<file path="config.mk">
export PLATFORM = sky130hd
export DESIGN_NAME = adcs_sequencer
export DESIGN_NICKNAME = d
export VERILOG_FILES = /design/src/core/adcs_sequencer.v /design/src/core/adcs_timer.v
export VERILOG_INCLUDE_DIRS = /design/src /design/src/core
export SDC_FILE = /design/constraint.sdc
export NUM_CORES = 1
export LEC_CHECK = 0
export ABC_AREA = 1
export CAP_MARGIN = 20
export CORE_MARGIN = 2
export CORE_UTILIZATION = 65
export DETAILED_ROUTE_END_ITERATION = 6
export DONT_BUFFER_PORTS = 1
export GPL_ROUTABILITY_DRIVEN = 0
export PLACE_DENSITY_LB_ADDON = 0.3
export SYNTH_ARGS = -nofsm -noshare
export SYNTH_HDL_FRONTEND = slang
export SYNTH_SLANG_ARGS = --single-unit
</file>
<file path="constraint.sdc">
create_clock -name clk -period 9.9 [get_ports clk]
set_input_delay 0.495 -clock clk [delete_from_list [all_inputs] [get_ports clk]]
set_output_delay 0.495 -clock clk [all_outputs]
set_load 0.02 [all_outputs]
</file>
<file path="src/core/adcs_map.vh">
/*
 Register offsets, field positions, reset values and timing counts
 for the converter sequencer control block.
 Assumes inclusion by bare name from the core/ and dv/ files.
*/
`ifndef ADCS_MAP_VH
`define ADCS_MAP_VH

// Register byte offsets (register port address)
`define ADCS_CTRL_OFS      8'h00
`define ADCS_PRIM_OFS      8'h04
`define ADCS_INJ_OFS       8'h08
`define ADCS_STAT_OFS      8'h0C
`define ADCS_IRQST_OFS     8'h10
`define ADCS_IRQMSK_OFS    8'h14
`define ADCS_SCANMSK_OFS   8'h18
`define ADCS_TIME_OFS      8'h1C
`define ADCS_PORT_OFS      8'h20

// Control register fields
`define ADCS_C_CH_LSB      0
`define ADCS_C_CH_MSB      3
`define ADCS_C_MODE_LSB    4
`define ADCS_C_MODE_MSB    5
`define ADCS_C_START       6
`define ADCS_C_WAIT        7
`define ADCS_C_GRP         8
`define ADCS_C_INJREQ      9
`define ADCS_C_ICH_LSB     10
`define ADCS_C_ICH_MSB     13
`define ADCS_C_IGRP        14

// Conversion modes
`define ADCS_M_SINGLE      2'h0
`define ADCS_M_CONT        2'h1
`define ADCS_M_SCAN        2'h2
`define ADCS_M_SCANCONT    2'h3

// Status register fields
`define ADCS_S_BUSY        0
`define ADCS_S_CONV        1
`define ADCS_S_PEND        2
`define ADCS_S_HOLD        3
`define ADCS_S_INJ         4

// Interrupt status bits
`define ADCS_I_DONE        0
`define ADCS_I_OVR         1
`define ADCS_I_INJ         2

// Timing register fields, reset value
`define ADCS_T_SMP_LSB     0
`define ADCS_T_SMP_MSB     7
`define ADCS_T_CNV_LSB     8
`define ADCS_T_CNV_MSB     15
`define ADCS_TIME_RST      16'h1010

// Calibration lasts up to 40630 CPU clock cycles
`define ADCS_CAL_CYCLES    40630

`endif

</file>
<file path="src/core/adcs_sequencer.v">
/*
 Sequencer control of a 10-bit converter with 16+8 multiplexed inputs:
 modes, scan, injection, wait-for-read, overrun, calibration, interrupts.
 Assumes a synchronous register port master and a converter core that
 returns a result with a valid level still high when the conversion time ends.
*/
// Functional notes
// 10-bit results, 16+8 channel select
// One bit selects the channel group
// Self-calibration runs after each reset
// Programmable sample and conversion times
// Overrun: interrupt or hold until read
// Unused analog inputs readable as digital
// Single mode converts once, stores result
// Continuous mode converts repeatedly
// Scan converts each selected channel once
// Continuous scan cycles channels forever
// Wait-for-read buffers result, pauses conversions
// Injected conversion accepted during repeating modes
// Injected result goes to secondary register
// Repeating mode resumes after injection
// Calibration within 40630 cycles, busy set
// No conversion start while calibrating
// Calibration never repeated in operation
// Result read clears pending, releases hold
// Completion event on each primary store
`timescale 1ns/1ps
`include "adcs_map.vh"
module adcs_sequencer #(
    parameter CAL_CYCLES = `ADCS_CAL_CYCLES,
    parameter RES_W      = 10,
    parameter NCH_A      = 16,
    parameter NCH_B      = 8
) (
    input  wire             clk,
    input  wire             rst,
    input  wire [7:0]       regAddr,
    input  wire [31:0]      regWdata,
    input  wire             regWr,
    input  wire             regRd,
    output reg  [31:0]      regRdata,
    output reg              irq,
    output reg              sampleEn,
    output reg              convStart,
    output reg              calRun,
    output reg              muxGroup,
    output reg  [3:0]       muxChannel,
    input  wire             convValid,
    input  wire [RES_W-1:0] convResult,
    input  wire             calDone,
    input  wire [NCH_A-1:0] pinsGroupA,
    input  wire [NCH_B-1:0] pinsGroupB
);
    localparam CAL_W = 16;
    localparam [CAL_W-1:0] CAL_MAX = CAL_CYCLES;

    localparam [4:0] ST_CAL  = 5'b00001;
    localparam [4:0] ST_IDLE = 5'b00010;
    localparam [4:0] ST_SMP  = 5'b00100;
    localparam [4:0] ST_CNV  = 5'b01000;
    localparam [4:0] ST_HOLD = 5'b10000;

    ////////////////////////////////////////////////////////////////////
    // Registers
    reg [4:0]        state_reg;
    reg [CAL_W-1:0]  calCnt_reg;
    reg [3:0]        chan_reg;
    reg [1:0]        mode_reg;
    reg              waitRd_reg;
    reg              group_reg;
    reg              run_reg;
    reg              injReq_reg;
    reg [3:0]        injChan_reg;
    reg              injGroup_reg;
    reg              injAct_reg;
    reg [3:0]        curChan_reg;
    reg [RES_W-1:0]  prim_reg;
    reg [3:0]        primChan_reg;
    reg [RES_W-1:0]  inj_reg;
    reg [RES_W-1:0]  tmp_reg;
    reg [3:0]        tmpChan_reg;
    reg              pend_reg;
    reg [2:0]        irqSt_reg;
    reg [2:0]        irqMsk_reg;
    reg [15:0]       scanMsk_reg;
    reg [15:0]       time_reg;

    wire [15:0] smpLoad;
    wire [15:0] cnvLoad;
    wire        smpDone;
    wire        cnvDone;
    reg         smpStart;
    reg         cnvStart;

    wire isCont    = (mode_reg == `ADCS_M_CONT) ||
                     (mode_reg == `ADCS_M_SCANCONT);
    wire isScan    = mode_reg[1];
    wire wrCtrl    = regWr && (regAddr == `ADCS_CTRL_OFS);
    wire rdPrim    = regRd && (regAddr == `ADCS_PRIM_OFS);
    wire rdIrq     = regRd && (regAddr == `ADCS_IRQST_OFS);
    wire [3:0] maxChan = group_reg ? 4'h7 : 4'hF;

    ////////////////////////////////////////////////////////////////////
    // Next selected scan channel after the current one
    reg [3:0] nextScan;
    reg       scanWrap;
    reg       found;
    integer   i;
    always @* begin
        nextScan = 4'h0;
        scanWrap = 1'b1;
        found    = 1'b0;
        for (i = 0; i < 16; i = i + 1) begin
            if (!found && (i > curChan_reg) && (i <= maxChan) &&
                scanMsk_reg[i]) begin
                nextScan = i[3:0];
                scanWrap = 1'b0;
                found    = 1'b1;
            end
        end
        for (i = 0; i < 16; i = i + 1) begin
            if (!found && (i <= maxChan) && scanMsk_reg[i]) begin
                nextScan = i[3:0];
                found    = 1'b1;
            end
        end
    end

    ////////////////////////////////////////////////////////////////////
    // Phase timers
    assign smpLoad = {8'h00, time_reg[`ADCS_T_SMP_MSB:`ADCS_T_SMP_LSB]};
    assign cnvLoad = {8'h00, time_reg[`ADCS_T_CNV_MSB:`ADCS_T_CNV_LSB]};

    adcs_timer #(.WIDTH(16)) smpTimer (
        .clk   (clk),
        .rst   (rst),
        .load  (smpStart),
        .value (smpLoad),
        .done  (smpDone)
    );

    adcs_timer #(.WIDTH(16)) cnvTimer (
        .clk   (clk),
        .rst   (rst),
        .load  (cnvStart),
        .value (cnvLoad),
        .done  (cnvDone)
    );

    ////////////////////////////////////////////////////////////////////
    // Sequencer
    wire startOk   = wrCtrl && regWdata[`ADCS_C_START];
    wire injOk     = injReq_reg && run_reg && isCont;
    wire resultIn  = convValid && (state_reg == ST_CNV) && cnvDone;
    wire primStore = resultIn && !injAct_reg &&
                     !(pend_reg && waitRd_reg && isCont);
    wire toTmp     = resultIn && !injAct_reg && pend_reg &&
                     waitRd_reg && isCont;
    wire holdRel   = (state_reg == ST_HOLD) && rdPrim;
    wire lastPass  = !isCont && (!isScan || scanWrap);

    always @* begin
        smpStart = 1'b0;
        cnvStart = 1'b0;
        if (state_reg == ST_IDLE && (run_reg || injOk))
            smpStart = 1'b1;
        if (state_reg == ST_SMP && smpDone)
            cnvStart = 1'b1;
        if (state_reg == ST_CNV && resultIn && !toTmp &&
            (!lastPass || injAct_reg))
            smpStart = 1'b1;
        if (holdRel)
            smpStart = 1'b1;
    end

    always @(posedge clk or posedge rst) begin
        if (rst) begin
            state_reg    <= ST_CAL;
            calCnt_reg   <= {CAL_W{1'b0}};
            curChan_reg  <= 4'h0;
            injAct_reg   <= 1'b0;
            run_reg      <= 1'b0;
            prim_reg     <= {RES_W{1'b0}};
            primChan_reg <= 4'h0;
            inj_reg      <= {RES_W{1'b0}};
            tmp_reg      <= {RES_W{1'b0}};
            tmpChan_reg  <= 4'h0;
            pend_reg     <= 1'b0;
        end else begin
            if (rdPrim)
                pend_reg <= 1'b0;
            case (state_reg)
                ST_CAL: begin
                    calCnt_reg <= calCnt_reg + {{(CAL_W-1){1'b0}}, 1'b1};
                    if (calDone || calCnt_reg >= CAL_MAX - 1)
                        state_reg <= ST_IDLE;
                end
                ST_IDLE: begin
                    if (startOk) begin
                        run_reg     <= 1'b1;
                        curChan_reg <= regWdata[`ADCS_C_CH_MSB:
                                                `ADCS_C_CH_LSB];
                    end else if (smpStart) begin
                        injAct_reg <= injOk && !run_reg;
                        state_reg  <= ST_SMP;
                    end
                end
                ST_SMP: begin
                    if (smpDone)
                        state_reg <= ST_CNV;
                end
                ST_CNV: begin
                    if (resultIn) begin
                        if (injAct_reg) begin
                            inj_reg    <= convResult;
                            injAct_reg <= 1'b0;
                            state_reg  <= ST_SMP;
                        end else begin
                            if (primStore) begin
                                prim_reg     <= convResult;
                                primChan_reg <= curChan_reg;
                                pend_reg     <= 1'b1;
                            end else begin
                                tmp_reg     <= convResult;
                                tmpChan_reg <= curChan_reg;
                            end
                            if (isScan)
                                curChan_reg <= nextScan;
                            if (toTmp)
                                state_reg <= ST_HOLD;
                            else if (lastPass) begin
                                run_reg   <= 1'b0;
                                state_reg <= ST_IDLE;
                            end else if (injOk) begin
                                injAct_reg <= 1'b1;
                                state_reg  <= ST_SMP;
                            end else
                                state_reg <= ST_SMP;
                        end
                    end
                end
                ST_HOLD: begin
                    if (rdPrim) begin
                        prim_reg     <= tmp_reg;
                        primChan_reg <= tmpChan_reg;
                        pend_reg     <= 1'b1;
                        state_reg    <= ST_SMP;
                    end
                end
                default: state_reg <= ST_IDLE;
            endcase
            if (wrCtrl && !regWdata[`ADCS_C_START] &&
                state_reg != ST_CAL && !isCont)
                run_reg <= run_reg;
        end
    end

    ////////////////////////////////////////////////////////////////////
    // Software registers
    always @(posedge clk or posedge rst) begin
        if (rst) begin
            chan_reg     <= 4'h0;
            mode_reg     <= `ADCS_M_SINGLE;
            waitRd_reg   <= 1'b0;
            group_reg    <= 1'b0;
            injReq_reg   <= 1'b0;
            injChan_reg  <= 4'h0;
            injGroup_reg <= 1'b0;
            irqMsk_reg   <= 3'h0;
            scanMsk_reg  <= 16'h0000;
            time_reg     <= `ADCS_TIME_RST;
        end else begin
            if (wrCtrl && state_reg != ST_CAL) begin
                chan_reg     <= regWdata[`ADCS_C_CH_MSB:`ADCS_C_CH_LSB];
                mode_reg     <= regWdata[`ADCS_C_MODE_MSB:
                                         `ADCS_C_MODE_LSB];
                waitRd_reg   <= regWdata[`ADCS_C_WAIT];
                group_reg    <= regWdata[`ADCS_C_GRP];
                injChan_reg  <= regWdata[`ADCS_C_ICH_MSB:
                                         `ADCS_C_ICH_LSB];
                injGroup_reg <= regWdata[`ADCS_C_IGRP];
                if (regWdata[`ADCS_C_INJREQ])
                    injReq_reg <= 1'b1;
            end else if (injAct_reg && state_reg == ST_SMP)
                injReq_reg <= 1'b0;
            if (regWr && regAddr == `ADCS_IRQMSK_OFS)
                irqMsk_reg <= regWdata[2:0];
            if (regWr && regAddr == `ADCS_SCANMSK_OFS)
                scanMsk_reg <= regWdata[15:0];
            if (regWr && regAddr == `ADCS_TIME_OFS)
                time_reg <= regWdata[15:0];
        end
    end

    ////////////////////////////////////////////////////////////////////
    // Interrupt status: set wins over read-clear
    wire evDone = primStore || holdRel;
    wire evOvr  = primStore && pend_reg && !rdPrim;
    wire evInj  = resultIn && injAct_reg;
    wire [2:0] evVec = {evInj, evOvr, evDone};

    always @(posedge clk or posedge rst) begin
        if (rst) begin
            irqSt_reg <= 3'h0;
            irq       <= 1'b0;
        end else begin
            irqSt_reg <= (rdIrq ? 3'h0 : irqSt_reg) | evVec;
            irq       <= |(((rdIrq ? 3'h0 : irqSt_reg) | evVec) &
                           irqMsk_reg);
        end
    end

    ////////////////////////////////////////////////////////////////////
    // Converter-side outputs
    wire inCal = (state_reg == ST_CAL);
    always @(posedge clk or posedge rst) begin
        if (rst) begin
            sampleEn   <= 1'b0;
            convStart  <= 1'b0;
            calRun     <= 1'b1;
            muxGroup   <= 1'b0;
            muxChannel <= 4'h0;
        end else begin
            sampleEn   <= (state_reg == ST_SMP) && !smpDone;
            convStart  <= cnvStart;
            calRun     <= inCal;
            muxGroup   <= injAct_reg ? injGroup_reg : group_reg;
            muxChannel <= injAct_reg ? injChan_reg : curChan_reg;
        end
    end

    ////////////////////////////////////////////////////////////////////
    // Read port, data one cycle after the strobe
    always @(posedge clk or posedge rst) begin
        if (rst) begin
            regRdata <= 32'h0000_0000;
        end else if (regRd) begin
            case (regAddr)
                `ADCS_CTRL_OFS:
                    regRdata <= {17'h0_0000, injGroup_reg, injChan_reg,
                                 injReq_reg, group_reg, waitRd_reg,
                                 run_reg, mode_reg, chan_reg};
                `ADCS_PRIM_OFS:
                    regRdata <= {16'h0000, primChan_reg,
                                 {(12-RES_W){1'b0}}, prim_reg};
                `ADCS_INJ_OFS:
                    regRdata <= {16'h0000, injChan_reg,
                                 {(12-RES_W){1'b0}}, inj_reg};
                `ADCS_STAT_OFS:
                    regRdata <= {27'h000_0000, injAct_reg,
                                 state_reg == ST_HOLD, pend_reg,
                                 run_reg, inCal};
                `ADCS_IRQST_OFS:
                    regRdata <= {29'h0000_0000, irqSt_reg};
                `ADCS_IRQMSK_OFS:
                    regRdata <= {29'h0000_0000, irqMsk_reg};
                `ADCS_SCANMSK_OFS:
                    regRdata <= {16'h0000, scanMsk_reg};
                `ADCS_TIME_OFS:
                    regRdata <= {16'h0000, time_reg};
                `ADCS_PORT_OFS:
                    regRdata <= {8'h00, pinsGroupB, pinsGroupA};
                default:
                    regRdata <= 32'h0000_0000;
            endcase
        end else begin
            regRdata <= 32'h0000_0000;
        end
    end
endmodule

</file>
<file path="src/core/adcs_timer.v">
/*
 Down counter used for the sample and conversion phases.
 Assumes load and run come from one clock domain, rst async high.
*/
`timescale 1ns/1ps
module adcs_timer #(
    parameter WIDTH = 16
) (
    input  wire             clk,
    input  wire             rst,
    input  wire             load,
    input  wire [WIDTH-1:0] value,
    output reg              done
);
    reg [WIDTH-1:0] count_reg;

    always @(posedge clk or posedge rst) begin
        if (rst) begin
            count_reg <= {WIDTH{1'b0}};
            done      <= 1'b0;
        end else if (load) begin
            count_reg <= value;
            done      <= 1'b0;
        end else if (count_reg != {WIDTH{1'b0}}) begin
            count_reg <= count_reg - {{(WIDTH-1){1'b0}}, 1'b1};
            done      <= (count_reg == {{(WIDTH-1){1'b0}}, 1'b1});
        end else begin
            done      <= 1'b0;
        end
    end
endmodule

</file>
==> results.json <==
{
  "startpoint_type": "register",
  "synth_most_common_cell": "nand2_1",
  "cts-htree-levels": 4,
  "wire_per_inst_um": 18.0,
  "hold_viol_final": 0,
  "ctsResizeCount": 0,
  "coreArea_mm2": 0.0139,
  "synth.area.top_cells": "dfrtp_1, nand2_1, o21ai_0",
  "fp.dieW_um": 123,
  "outcome": "finished clean",
  "die_y_um": 123,
  "fin_nets": 1212,
  "min_period_over_period": 0.345,
  "timing.fmax_mhz": 293,
  "clock_skew_ps": 8.63,
  "grt_max_degree": 114,
  "yosys.area.top_type_share": 0.490,
  "synth_cell_type_count": 48,
  "ant_nets": 0,
  "slowest_delay_ps": 540,
  "rsz0062_at_grt": "false",
  "startpoint": "curChan_reg[1]",
  "period_needed_ps": 3410,
  "clockRootBuffer": "clkbuf_16",
  "routed_wl_um": 23700,
  "io_buffers": 0,
  "arrival_ps": 3740,
  "post_cts_buffers": 0,
  "setup_tns_ps": 0,
  "cts_tree": "built",
  "leakage_nw": 4.75,
  "path_class": "reg -> reg",
  "tritoncts.num_buffers": 17,
  "setup_slack_ps": 6490,
  "critPathMaxFanout": 20,
  "area_delta_synth_final_pct": 7.58,
  "ioPinCount": 121,
  "drc": 0,
  "clock_latency_ps": 450,
  "register_area_mm2": 0.00463,
  "drt-initial-drc-count": 1117,
  "top_register": "regRdata",
  "cts_hold_buf": 0,
  "powerDensity_mw_per_mm2": 214,
  "hold_class": "in -> async",
  "placed_cell_area_mm2": 0.00936,
  "slowest_stage": "dfrtp_1",
  "dieArea_mm2": 0.0152,
  "vias_per_cell": 5.99,
  "vias": 7900,
  "yosysWarnings": 0,
  "yosys.area.top_type": "dfrtp_1",
  "diodes": 0,
  "largest_reg_flops": 24,
  "rows": 43,
  "end_kind": "register",
  "r2r-start": "curChan_reg[1]",
  "cts.sinks": 185,
  "clk_pin_slew_ps": 70,
  "grt-ovfl-total": 0,
  "dpl.hpwl_um": 17000,
  "synth_edf_count": 0,
  "ys.flop_type": "dfrtp_1",
  "synth_common_cells": "nand2_1, dfrtp_1, inv_1, o21ai_0, nor2_1",
  "worstMarginPinSlew_ps": 1080,
  "grt_pass1_vias": 7348,
  "fillerInstances": 1098,
  "clock_path_buffers": 2,
  "design_area_mm2": 0.00994,
  "final_max_slew_viol_count": 0,
  "grt_usage": 0.330,
  "synth_cells": 1133,
  "relSlewSlack": 0.278,
  "ys_ff_latch": 185,
  "drive_gt1_frac": 0.0606,
  "place_ws_ps": 6540,
  "cp.required_ps": 10230,
  "setup_viol": 0,
  "async_reset_ff_frac": 1.00,
  "total_power_mw": 2.13,
  "dr.pass1.iters": 6,
  "grt_antenna_before_repair": 0,
  "initial_core_util": 0.666,
  "multi_input_area_mm2": 0.00380,
  "cp_common_cell": "nor2_4",
  "syn_area_mm2": 0.00924,
  "synth_area_per_cell_um2": 8.16,
  "grt_pass1_wl_um": 37700,
  "max-vdd-ir-drop_mv": 0.196,
  "synth_seq_area_share": 0.501,
  "crit_chain": "nor2_1 -> nand3_1 -> nand3_2 -> nor2_2 -> nand3_2 -> nor2_4 -> nand4_4 -> nor2_4 -> nand4_4 -> o21ai_1 -> a21oi_1 -> o21ai_1 -> inv_1 -> nand2_1 -> inv_2 -> nor2_4 -> inv_1 -> o31ai_1",
  "drv_cap": 0
}
## logic make-up (layout without fill, tap and decap cells)
group           count (synthesis)  after routing  share of synthesized area
simple gates                  454            454                      0.218
compound gates                244            244                      0.153
buf+inv                       214            212                     0.0907
flops                         185            185                      0.501
xor+xnor                       28             28                     0.0265
fa+ha+maj                       7              7                    0.00947
other cells                     1              8                   0.000406
## where the power goes
| group | switching (mW) | internal [mW] |
|---|---|---|
| Sequential | 0.0997 | 0.851 |
| Clock | 0.302 | 0.381 |
| Combinational | 0.321 | 0.174 |
| Total | 0.723 | 1.41 |
## metrics by stage
stage          hold WS [ps]  cells   util
3_3_place_gp            452   1286  0.674
2_1_floorplan           414   1140      -
4_1_cts                72.5   1318  0.716
5_1_grt                87.5   1318  0.716
6_report               23.3   1318  0.716
3_5_place_dp            437   1286  0.674
## final timing paths
kind	cells past startpoint	endpoint	slack [ps]
min reg2reg	1	sampleEn	460
min in group clk	1	state_reg[0]	120
max	18	smpTimer.count_reg[6]	6490
max in group asynchronous	2	tmp_reg[7]	8520
min	1	smpTimer.count_reg[10]	20
max reg2reg	18	smpTimer.count_reg[6]	6490
## layout by cell type (no fill, tap or decap), types with 6 or more instances in the layout
master and count:
a21oi_1 28, nand3_1 33, o22ai_1 9, dfrtp_1 181, o21ai_1 6, clkbuf_16 17, nor2_4 6, nor3_1 26
xor2_1 19, ha_1 7, nand2_1 236, xnor2_1 9, a221oi_1 15, nor2_1 109, o21ai_0 139, nand4_1 17
nor4_1 9, inv_1 167, conb_1 8, a31oi_1 12
## critical path, delay by kind of cell (launching register included)
family,cells,cell delay [ps]
compound gates,4,810
buf+inv,3,450
flops,1,540
simple gates,11,1480
## metal layers
metal,vias up,track usage,part of all wire,wire [um]
met5,-,0,0,0
met2,456,0.505,0.45,10700
met4,0,0.131,0.037,886
met1,3671,0.456,0.40,9450
met3,80,0.0807,0.11,2590
li1,3693,-,-,-
## final cells by class
type                            count  area share
Multi-Input combinational cell    741       0.382
Clock inverter                     13      0.0143
Inverter                          175      0.0668
Tap cell                          180      0.0226
Sequential cell                   185       0.466
Timing Repair Buffer                5     0.00377
Clock buffer                       19      0.0445
(Power assumes the default switching activity.)
